**src/hw/ephy_pkg.sv**
```systemverilog
// Constants and types shared by the emulated PHY basic control block
package ephy_pkg;

  //////////////////////////////////////////////////////////////////////////////
  localparam logic [11:0] EPHY_CTRL_OFFSET = 12'h1c0;
  localparam logic [4:0]  EPHY_CTRL_INDEX  = 5'h00;
  localparam logic [15:0] EPHY_CTRL_RESET  = 16'h1000;
  localparam logic [15:0] EPHY_CTRL_WMASK  = 16'h7f80;

  localparam int EPHY_BIT_SOFT_RST = 15;
  localparam int EPHY_BIT_LOOP     = 14;
  localparam int EPHY_BIT_SPEED    = 13;
  localparam int EPHY_BIT_NEG_EN   = 12;
  localparam int EPHY_BIT_PWR_DN   = 11;
  localparam int EPHY_BIT_ISO      = 10;
  localparam int EPHY_BIT_RESTART  = 9;
  localparam int EPHY_BIT_DUPLEX   = 8;
  localparam int EPHY_BIT_COL_TEST = 7;

  //////////////////////////////////////////////////////////////////////////////
  localparam int EPHY_PREAMBLE_LEN = 32;
  localparam int EPHY_HDR_BITS     = 13;
  localparam int EPHY_DATA_BITS    = 16;
  localparam logic [1:0] EPHY_OP_READ  = 2'h2;
  localparam logic [1:0] EPHY_OP_WRITE = 2'h1;

  //////////////////////////////////////////////////////////////////////////////
  localparam int EPHY_CLK_PERIOD_NS = 50;
  localparam int EPHY_NEG_TIME_NS   = 1000;
  localparam int EPHY_NEG_CYCLES    =
    (EPHY_NEG_TIME_NS + EPHY_CLK_PERIOD_NS - 1) / EPHY_CLK_PERIOD_NS;

  typedef enum logic [1:0] {
    EPHY_MODE_MAC     = 2'b00,
    EPHY_MODE_PHY_MII = 2'b01,
    EPHY_MODE_PHY_RMII = 2'b10,
    EPHY_MODE_RSVD    = 2'b11
  } ephy_mode_e;

  typedef enum logic [1:0] {
    EPHY_MS_PRE  = 2'b00,
    EPHY_MS_HDR  = 2'b01,
    EPHY_MS_TA   = 2'b10,
    EPHY_MS_DATA = 2'b11
  } ephy_mdio_state_e;

  function automatic logic ephy_is_phy_mode(input logic [1:0] mode);
    ephy_is_phy_mode = (mode == EPHY_MODE_PHY_MII) || (mode == EPHY_MODE_PHY_RMII);
  endfunction

endpackage

```
**src/hw/ephy_basic_control.sv**
```systemverilog
// Emulated PHY basic control register with loopback, isolate and negotiation
`timescale 1ns/10ps
module ephy_basic_control
  import ephy_pkg::*;
#(
  parameter int DATA_W = 4                   // MII nibble width
)
(
  input  wire logic              core_clk_i,         // System clock, 20 MHz
  input  wire logic              resetn_i,           // Async chip reset, active low
  // Memory-mapped access
  input  wire logic [11:0]       mm_addr_i,          // Byte address
  input  wire logic              mm_wr_i,            // Write strobe
  input  wire logic              mm_rd_i,            // Read strobe
  input  wire logic [31:0]       mm_wdata_i,         // Write data
  output logic [31:0]            mm_rdata_o,         // Read data, one cycle later
  // Configuration loader
  input  wire logic              load_i,             // Loader write strobe
  input  wire logic [15:0]       load_data_i,        // Loader register image
  // Straps and mode
  input  wire logic [4:0]        phy_addr_strap_i,   // Serial address strap
  input  wire logic [1:0]        port_mode_i,        // Port mode, ephy_mode_e
  // Serial management pins
  input  wire logic              mdc_i,              // Management clock
  input  wire logic              mdio_i,             // Management data in
  output logic                   mdio_o,             // Management data out
  output logic                   mdio_oe_o,          // Management data enable
  // Negotiation partner abilities
  input  wire logic              partner_fast_i,     // Partner does 100/200
  input  wire logic              partner_full_i,     // Partner does full duplex
  // MAC-facing MII pins
  input  wire logic              mac_tx_en_i,        // Transmit enable from MAC
  input  wire logic [DATA_W-1:0] mac_txd_i,          // Transmit data from MAC
  output logic                   mac_rx_dv_o,        // Receive valid to MAC
  output logic [DATA_W-1:0]      mac_rxd_o,          // Receive data to MAC
  output logic                   mac_col_o,          // Collision to MAC
  output logic                   mac_out_oe_o,       // MII output drive enable
  output logic                   mii_pull_en_o,      // MII pull resistors enable
  // Switch fabric side
  output logic                   fabric_tx_valid_o,  // Frame data into fabric
  output logic [DATA_W-1:0]      fabric_txd_o,       // Data into fabric
  input  wire logic              fabric_rx_valid_i,  // Frame data from fabric
  input  wire logic [DATA_W-1:0] fabric_rxd_i,       // Data from fabric
  // Status
  output logic                   link_fast_o,        // Effective speed 100/200
  output logic                   link_full_o,        // Effective full duplex
  output logic                   neg_done_o,         // Negotiation complete
  output logic                   soft_reset_o        // Pulse to other emulated regs
);

  // Stored control bits only; the self-clearing reset bit has no storage
  typedef struct packed {
    logic              loop;
    logic              speed;
    logic              neg_en;
    logic              pwr_dn;
    logic              iso;
    logic              restart;
    logic              duplex;
    logic              col_test;
  } ephy_ctrl_s;

  typedef struct packed {
    ephy_ctrl_s        ctrl;
    logic              neg_busy;
    logic [7:0]        neg_cnt;
    logic              neg_fast;
    logic              neg_full;
    logic              neg_done;
    logic              strap_taken;
    logic [4:0]        phy_addr;
    logic [31:0]       rdata;
    logic              soft_rst;
    logic [1:0]        tx_en_sync;
    logic [DATA_W-1:0] txd_s1;
    logic [DATA_W-1:0] txd_s2;
    logic              rx_dv;
    logic [DATA_W-1:0] rxd;
    logic              col;
    logic              fab_valid;
    logic [DATA_W-1:0] fab_d;
  } ephy_state_s;

  ephy_state_s r;
  ephy_state_s next_r;

  logic        ser_wr;
  logic [15:0] ser_wdata;
  logic [4:0]  ser_index;
  logic [15:0] ser_rdata;
  logic [15:0] ctrl_view;
  logic        phy_mode;
  logic        isolated;
  logic        tx_en_eff;

  //////////////////////////////////////////////////////////////////////////////
  // Bit 15 is an action, bit 6 and the reserved bits are not stored
  function automatic logic [15:0] ctrl_pack(input ephy_ctrl_s c);
    logic [15:0] v;
    v                    = 16'h0000;
    v[EPHY_BIT_LOOP]     = c.loop;
    v[EPHY_BIT_SPEED]    = c.speed;
    v[EPHY_BIT_NEG_EN]   = c.neg_en;
    v[EPHY_BIT_PWR_DN]   = c.pwr_dn;
    v[EPHY_BIT_ISO]      = c.iso;
    v[EPHY_BIT_RESTART]  = c.restart;
    v[EPHY_BIT_DUPLEX]   = c.duplex;
    v[EPHY_BIT_COL_TEST] = c.col_test;
    ctrl_pack            = v;
  endfunction

  function automatic ephy_ctrl_s ctrl_unpack(input logic [15:0] v);
    ephy_ctrl_s c;
    c.loop     = v[EPHY_BIT_LOOP];
    c.speed    = v[EPHY_BIT_SPEED];
    c.neg_en   = v[EPHY_BIT_NEG_EN];
    c.pwr_dn   = v[EPHY_BIT_PWR_DN];
    c.iso      = v[EPHY_BIT_ISO];
    c.restart  = v[EPHY_BIT_RESTART];
    c.duplex   = v[EPHY_BIT_DUPLEX];
    c.col_test = v[EPHY_BIT_COL_TEST];
    ctrl_unpack = c;
  endfunction

  // Address and index match are each decoded in two places
  function automatic logic ctrl_addr_hit(input logic [11:0] a);
    ctrl_addr_hit = (a == EPHY_CTRL_OFFSET);
  endfunction

  function automatic logic ctrl_index_hit(input logic [4:0] i);
    ctrl_index_hit = (i == EPHY_CTRL_INDEX);
  endfunction

  // Register image after chip or soft reset
  localparam ephy_ctrl_s CTRL_DEFAULT = ctrl_unpack(EPHY_CTRL_RESET);

  //////////////////////////////////////////////////////////////////////////////
  // Serial access is gated until the strap is held and the port is a PHY
  ephy_mdio_slave u_mdio (
    .core_clk_i  (core_clk_i),
    .resetn_i    (resetn_i),
    .mdc_i       (mdc_i),
    .mdio_i      (mdio_i),
    .mdio_o      (mdio_o),
    .mdio_oe_o   (mdio_oe_o),
    .enable_i    (phy_mode && r.strap_taken),
    .phy_addr_i  (r.phy_addr),
    .rd_data_i   (ser_rdata),
    .reg_index_o (ser_index),
    .wr_o        (ser_wr),
    .wr_data_o   (ser_wdata)
  );

  //////////////////////////////////////////////////////////////////////////////
  assign ctrl_view = ctrl_pack(r.ctrl);
  // Only index 0 lives here; other indexes read as zero from this block
  assign ser_rdata = ctrl_index_hit(ser_index) ? ctrl_view : 16'h0000;
  assign phy_mode  = ephy_is_phy_mode(port_mode_i);
  assign isolated  = phy_mode && r.ctrl.iso;
  // Isolated inputs are ignored: the synchronised MAC transmit looks idle
  assign tx_en_eff = r.tx_en_sync[1] && !isolated;

  // One pass computes the whole next state of the register and datapath
  always_comb
  begin
    logic        wr_hit;
    logic [15:0] wval;
    logic        start_neg;
    next_r          = r;
    wr_hit          = 1'b0;
    wval            = 16'h0000;
    start_neg       = 1'b0;
    next_r.soft_rst = 1'b0;

    // Strap is caught on the first edge after reset release
    if (!r.strap_taken)
    begin
      next_r.strap_taken = 1'b1;
      next_r.phy_addr    = phy_addr_strap_i;
    end

    // Memory-mapped write wins over a serial write in the same cycle
    if (mm_wr_i && ctrl_addr_hit(mm_addr_i))
    begin
      wr_hit = 1'b1;
      wval   = mm_wdata_i[15:0];
    end
    else if (ser_wr && ctrl_index_hit(ser_index))
    begin
      wr_hit = 1'b1;
      wval   = ser_wdata;
    end

    if (wr_hit)
    begin
      if (wval[EPHY_BIT_SOFT_RST])
      begin
        next_r.ctrl     = CTRL_DEFAULT;
        next_r.soft_rst = 1'b1;
        start_neg       = 1'b1;
      end
      else
      begin
        next_r.ctrl = ctrl_unpack(wval & EPHY_CTRL_WMASK);
        start_neg   = wval[EPHY_BIT_RESTART];
      end
    end

    // Loader image replaces the whole register, taking priority over writes
    if (load_i)
    begin
      next_r.ctrl = ctrl_unpack(load_data_i & EPHY_CTRL_WMASK);
      start_neg   = load_data_i[EPHY_BIT_RESTART];
      if (load_data_i[EPHY_BIT_SOFT_RST])
      begin
        next_r.ctrl     = CTRL_DEFAULT;
        next_r.soft_rst = 1'b1;
        start_neg       = 1'b1;
      end
    end

    // Emulated negotiation: a fixed delay then the partner abilities latch
    // Writes during a run leave it going; only a new restart or a soft reset rearms it
    if (start_neg)
    begin
      next_r.neg_busy = 1'b1;
      next_r.neg_cnt  = 8'h00;
      next_r.neg_done = 1'b0;
    end
    else if (r.neg_busy)
    begin
      next_r.neg_cnt = r.neg_cnt + 8'h01;
      if (r.neg_cnt == 8'(EPHY_NEG_CYCLES - 1))
      begin
        next_r.neg_busy     = 1'b0;
        next_r.neg_done     = 1'b1;
        next_r.neg_fast     = partner_fast_i;
        next_r.neg_full     = partner_full_i;
        next_r.ctrl.restart = 1'b0;
      end
    end

    // Memory-mapped read, upper half and unmapped addresses read zero
    if (mm_rd_i)
      next_r.rdata = ctrl_addr_hit(mm_addr_i) ? {16'h0000, ctrl_view}
                                                      : 32'h0000_0000;

    // MAC transmit path, two flops because the pins are outside this clock
    next_r.tx_en_sync = {r.tx_en_sync[0], mac_tx_en_i};
    next_r.txd_s1     = mac_txd_i;
    next_r.txd_s2     = r.txd_s1;

    // Looped frames never reach the fabric, so the switch sees an idle port
    if (r.ctrl.loop)
    begin
      next_r.fab_valid = 1'b0;
      next_r.fab_d     = '0;
      next_r.rx_dv     = tx_en_eff;
      next_r.rxd       = tx_en_eff ? r.txd_s2 : '0;
    end
    else
    begin
      next_r.fab_valid = tx_en_eff;
      next_r.fab_d     = tx_en_eff ? r.txd_s2 : '0;
      next_r.rx_dv     = fabric_rx_valid_i;
      next_r.rxd       = fabric_rx_valid_i ? fabric_rxd_i : '0;
    end
    // Collision follows transmit even without loopback; pairing is only advised
    next_r.col = r.ctrl.col_test && tx_en_eff;
  end

  // Negotiation is armed in reset so results are fresh soon after release
  always_ff @(posedge core_clk_i or negedge resetn_i)
  begin
    if (!resetn_i)
    begin
      r          <= '0;
      r.ctrl     <= CTRL_DEFAULT;
      r.neg_busy <= 1'b1;
    end
    else
    begin
      r <= next_r;
    end
  end

  //////////////////////////////////////////////////////////////////////////////
  assign mm_rdata_o        = r.rdata;
  assign mac_rx_dv_o       = r.rx_dv;
  assign mac_rxd_o         = r.rxd;
  assign mac_col_o         = r.col;
  // The management pins are handled by u_mdio and never see isolation
  assign mac_out_oe_o      = !isolated;
  assign mii_pull_en_o     = !isolated;
  assign fabric_tx_valid_o = r.fab_valid;
  assign fabric_txd_o      = r.fab_d;
  // Effective link settings fall back to the forced bits without negotiation
  assign link_fast_o       = r.ctrl.neg_en ? r.neg_fast : r.ctrl.speed;
  assign link_full_o       = r.ctrl.neg_en ? r.neg_full : r.ctrl.duplex;
  assign neg_done_o        = r.neg_done;
  assign soft_reset_o      = r.soft_rst;

endmodule // ephy_basic_control

```
**src/hw/ephy_mdio_slave.sv**
```systemverilog
// Serial management frame slave for the emulated PHY
`timescale 1ns/10ps
module ephy_mdio_slave
  import ephy_pkg::*;
(
  input  wire logic        core_clk_i,   // System clock
  input  wire logic        resetn_i,     // Async reset, active low
  input  wire logic        mdc_i,        // Management clock pin
  input  wire logic        mdio_i,       // Management data pin, input side
  output logic             mdio_o,       // Management data, output side
  output logic             mdio_oe_o,    // Management data drive enable
  input  wire logic        enable_i,     // Serial access allowed
  input  wire logic [4:0]  phy_addr_i,   // Address this slave answers
  input  wire logic [15:0] rd_data_i,    // Read data for reg_index_o
  output logic [4:0]       reg_index_o,  // Register index of current frame
  output logic             wr_o,         // One-cycle write pulse
  output logic [15:0]      wr_data_o     // Write data
);

  typedef struct packed {
    logic [1:0]       mdc_sync;
    logic [1:0]       mdio_sync;
    logic             mdc_last;
    ephy_mdio_state_e state;
    logic [5:0]       cnt;
    logic [12:0]      hdr;
    logic [15:0]      shift;
    logic             is_read;
    logic             hit;
    logic             drive;
    logic             out;
    logic             wr;
    logic [15:0]      wr_data;
  } ephy_mdio_s;

  ephy_mdio_s r;
  ephy_mdio_s next_r;
  logic       rise;
  logic       bit_in;
  logic [12:0] hdr_new;

  //////////////////////////////////////////////////////////////////////////////
  always_comb
  begin
    next_r            = r;
    next_r.mdc_sync   = {r.mdc_sync[0], mdc_i};
    next_r.mdio_sync  = {r.mdio_sync[0], mdio_i};
    next_r.mdc_last   = r.mdc_sync[1];
    next_r.wr         = 1'b0;
    rise              = r.mdc_sync[1] && !r.mdc_last;
    bit_in            = r.mdio_sync[1];
    hdr_new           = {r.hdr[11:0], bit_in};
    if (rise)
    begin
      case (r.state)
        EPHY_MS_PRE:
        begin
          // Suppressed preamble is not accepted: a full run of ones is needed
          if (bit_in)
            next_r.cnt = (r.cnt == 6'(EPHY_PREAMBLE_LEN)) ? r.cnt : r.cnt + 6'h01;
          else if (r.cnt == 6'(EPHY_PREAMBLE_LEN))
          begin
            next_r.state = EPHY_MS_HDR;
            next_r.cnt   = 6'h00;
          end
          else
            next_r.cnt = 6'h00;
        end
        EPHY_MS_HDR:
        begin
          next_r.hdr = hdr_new;
          next_r.cnt = r.cnt + 6'h01;
          if (r.cnt == 6'(EPHY_HDR_BITS - 1))
          begin
            next_r.cnt     = 6'h00;
            next_r.is_read = (hdr_new[11:10] == EPHY_OP_READ);
            next_r.hit     = enable_i && (hdr_new[9:5] == phy_addr_i);
            if (hdr_new[12] && ((hdr_new[11:10] == EPHY_OP_READ) ||
                                (hdr_new[11:10] == EPHY_OP_WRITE)))
              next_r.state = EPHY_MS_TA;
            else
              next_r.state = EPHY_MS_PRE;
          end
        end
        EPHY_MS_TA:
        begin
          next_r.cnt = r.cnt + 6'h01;
          if (r.cnt == 6'h00)
          begin
            next_r.drive = r.is_read && r.hit;
            next_r.out   = 1'b0;
          end
          else
          begin
            next_r.state = EPHY_MS_DATA;
            next_r.cnt   = 6'h00;
            next_r.out   = rd_data_i[15];
            next_r.shift = {rd_data_i[14:0], 1'b0};
          end
        end
        EPHY_MS_DATA:
        begin
          next_r.cnt = r.cnt + 6'h01;
          if (r.is_read)
          begin
            next_r.out   = r.shift[15];
            next_r.shift = {r.shift[14:0], 1'b0};
          end
          else
            next_r.shift = {r.shift[14:0], bit_in};
          if (r.cnt == 6'(EPHY_DATA_BITS - 1))
          begin
            next_r.state = EPHY_MS_PRE;
            next_r.cnt   = 6'h00;
            next_r.drive = 1'b0;
            next_r.out   = 1'b0;
            if (!r.is_read && r.hit)
            begin
              next_r.wr      = 1'b1;
              next_r.wr_data = {r.shift[14:0], bit_in};
            end
          end
        end
        default:
        begin
          next_r.state = EPHY_MS_PRE;
          next_r.cnt   = 6'h00;
        end
      endcase
    end
  end

  always_ff @(posedge core_clk_i or negedge resetn_i)
  begin
    if (!resetn_i)
      r <= '0;
    else
      r <= next_r;
  end

  //////////////////////////////////////////////////////////////////////////////
  assign mdio_o      = r.out;
  assign mdio_oe_o   = r.drive;
  assign reg_index_o = r.hdr[4:0];
  assign wr_o        = r.wr;
  assign wr_data_o   = r.wr_data;

endmodule // ephy_mdio_slave

```
**config.mk**
```make
export PLATFORM = sky130hd
export DESIGN_NAME = ephy_basic_control
export DESIGN_NICKNAME = d
export VERILOG_FILES = /design/src/hw/ephy_pkg.sv /design/src/hw/ephy_basic_control.sv /design/src/hw/ephy_mdio_slave.sv
export SDC_FILE = /design/constraint.sdc
export NUM_CORES = 1
export LEC_CHECK = 0
export ABC_AREA = 1
export BUFFER_PORTS_ARGS = -buffer_cell sky130_fd_sc_hd__buf_4
export CORE_MARGIN = 2
export CORE_UTILIZATION = 35
export DETAILED_ROUTE_END_ITERATION = 6
export SETUP_SLACK_MARGIN = 0.4
export SYNTH_ARGS = -nofsm -noshare
export SYNTH_HDL_FRONTEND = slang
export SYNTH_SLANG_ARGS = --single-unit
```
**constraint.sdc**
```tcl
create_clock -name core_clk_i -period 4.9 [get_ports core_clk_i]
set_input_delay 0.245 -clock core_clk_i [delete_from_list [all_inputs] [get_ports core_clk_i]]
set_output_delay 0.245 -clock core_clk_i [all_outputs]
set_load 0.005 [all_outputs]
```
==> run metrics <==
outcome=completed; hold crit path type=input port to asynchronous set/reset pin; I/O Pins=137; Avg Cell Area, Syn=8.628 um2; initial antenna violation count=0; min Tclk post-route=2438 ps; Seq cells post-synth=111; routability cong.=0.8519; kind of critical path=flop to flop; Final #Nets=768; ranking of synthesized cells by area=dfrtp_1, nand2_1, buf_4, inv_1, nand3_1; width of the die=126.2 um; Initial Utilization=0.3584; WP data arrival=2680 ps; CTS Sinks=111; worst hold slack=11.87 ps; Primary FF master, synth=dfrtp_1; Slew Viols, Final=0; cells after synthesis=606; cell row count=44; clock skew=10.23 ps; cts bufs inserted=9; CP max-delay cell=a21oi_2; HPWL after DPL=7824 um; Die H=126.2 um; first-pass GRT wire length=18060 um; Max clock buf depth=2; Detailed Routing Iterations Pass 1=4; Port-buffer cells=82; critical path fanouts, max=25; Total Wirelength=10730 um; slowest stage delay, CP=710 ps; reg2reg setup slack=2460 ps; most common cell in the synthesized netlist=nand2_1; Critical Path Sink Type=flop; CORE AREA=14590 um2; max cap viols=0; R2R cell count=5; CP Launch Type=flop; Antenna diodes=0; Post-CTS Setup Repair Bufs=0; Avg WL per Cell=12.38 um; CP Data Required Time=5140 ps; Fin. Hold Viols=0; YS warnings=0; die area=15930 um2; Reg clk slew, reported paths=70 ps; DRC=0; Max Clock Freq=410.1 MHz; via count=4009; Tcrit/Tclk final=0.4976; register area share after synthesis=0.5317; vias in the first global route=3884; ANT nets after route=0; H-tree depth=3; DP Area=5804 um2; synth unique cells=37; cell area after layout=6186 um2; Final setup viols=0; Cell Area, Synth=5229 um2; number of flops mapped to enable cells by yosys=0; slew of the pin with the lowest slew margin=877.1 ps; Worst slew margin=0.4153; Worst-Skew Late Latency=350 ps; RR Endpoint=u_mdio.r[21]$_DFFE_PN0P_; VDD IR-drop max=171.9 uV; total track usage=0.1387; area leader, netlist=dfrtp_1; Initial DRC Count=341; layout cell share with drive strength beyond 1=0.1801; drt via density=4.624; reg2reg start=u_mdio.r[58]$_DFF_PN0_; CTS tree=built; Leakage=3.106 nW; ys async rst share=1.000; pwr dens=301.5 nW/um2; fillcell total=1436; gr ovfl total=0; top-area cell type share of the netlist area=0.5217; largest net degree at the start of global routing=71; final core utilization=0.4240; area growth from synthesis to layout=18.31%; setup_tns=0 ps; cell chain of the critical path=nor2_1 -> inv_1 -> a21oi_2 -> o21ai_0 -> o21a_1; Root Buffer Master=clkbuf_16; top post-synthesis cells by count=nand2_1, dfrtp_1, inv_1, nand3_1, o21ai_0; RSZ-0062 raised after global routing=no
[what timing repair did]
item | CTS | global route
gates resized for setup | 0 | 0
hold buffers | 7 | 0
hold endpoints to repair | 7 | 0
[cell type report]
type | instances | area, um2 | area share
Tap cell | 184 | 230.2 | 0.03722
Sequential cell | 111 | 2780 | 0.4494
Clock inverter | 7 | 86.33 | 0.01396
Multi-Input combinational cell | 389 | 1877 | 0.3034
Clock buffer | 9 | 225.2 | 0.03641
Timing Repair Buffer | 90 | 693.2 | 0.1121
Inverter | 77 | 294.0 | 0.04753
[worst max-delay path, delay by kind of cell (launching register included)]
| family | cells | cell delay [ps] |
|---|---|---|
| AOI/OAI and AO/OA | 3 | 1110 |
| buffers and inverters | 1 | 250 |
| DFF | 1 | 370 |
| and+or+nand+nor | 1 | 600 |
[cell families after synthesis]
family                     Yosys count  share of synthesized area
DFF                                111                     0.5317
muxes                                3                   0.006460
other                                2                   0.001436
and+or+nand+nor                    262                     0.2142
buffers and inverters              129                     0.1259
xor gates and xnor gates            11                    0.01843
AOI/OAI and AO/OA                   84                    0.09237
adders and majority gates            4                   0.009572
[flip-flops by register name (all words and copies together) (netlist names), 3 cells and up]
name,count
mm_rdata_o,8
fabric_txd_o,4
u_mdio.r,27
ctrl_view,8
u_mdio.reg_index_o,5
u_mdio.hdr_new,7
r,22
u_mdio.next_r,3
next_r,5
u_mdio.wr_data_o,9
mac_rxd_o,4
[worst max-delay path by stage]
stage	from	to	slack [ps]	cells past startpoint
after floorplan	u_mdio.r[50]$_DFFE_PN0P_	u_mdio.r[52]$_DFFE_PN0P_	3270	9
after global placement	u_mdio.next_r[58]$_DFF_PN0_	u_mdio.r[21]$_DFFE_PN0P_	2540	6
after detailed placement	u_mdio.next_r[58]$_DFF_PN0_	u_mdio.r[21]$_DFFE_PN0P_	2480	6
after CTS	u_mdio.next_r[58]$_DFF_PN0_	u_mdio.r[21]$_DFFE_PN0P_	2440	6
after global routing	u_mdio.next_r[58]$_DFF_PN0_	u_mdio.r[21]$_DFFE_PN0P_	2200	6
final	u_mdio.r[58]$_DFF_PN0_	u_mdio.r[21]$_DFFE_PN0P_	2460	5
[power breakdown]
| group | switching (mW) | internal, mW |
|---|---|---|
| Clock | 0.369 | 0.368 |
| Combinational | 0.0841 | 0.0720 |
| Sequential | 0.0262 | 0.946 |
[routing by layer]
layer	GRT usage	wire [um]	part of all wire
met5	0	0	0
met4	0.03491	88	0.0082
met3	0.03356	568	0.053
met2	0.2413	5214	0.49
met1	0.1738	4858	0.45
[placed cells by master (no fill, tap or decap), types with 4 or more instances in the layout]
master and count:
nand2_1 144, dfrtp_1 109, buf_4 83, inv_1 75, nand3_1 56, o21ai_0 49
nor2_1 42, conb_1 25, a21oi_1 9, o21ai_2 9, o22ai_1 9, clkbuf_16 9
xor2_1 8, nand4_1 7, dlygate4sd3_1 7, nor3_1 4, ha_1 4
[per-stage QoR]
step	setup WS (ps)	cells	total power, mW
2_1_floorplan	3272	629	1.072
3_3_place_gp	2544	844	1.140
3_5_place_dp	2476	844	1.145
4_1_cts	2440	867	1.896
5_1_grt	2205	867	1.958
6_report	2462	867	1.865
No activity file was read; power rests on OpenSTA's default activity.
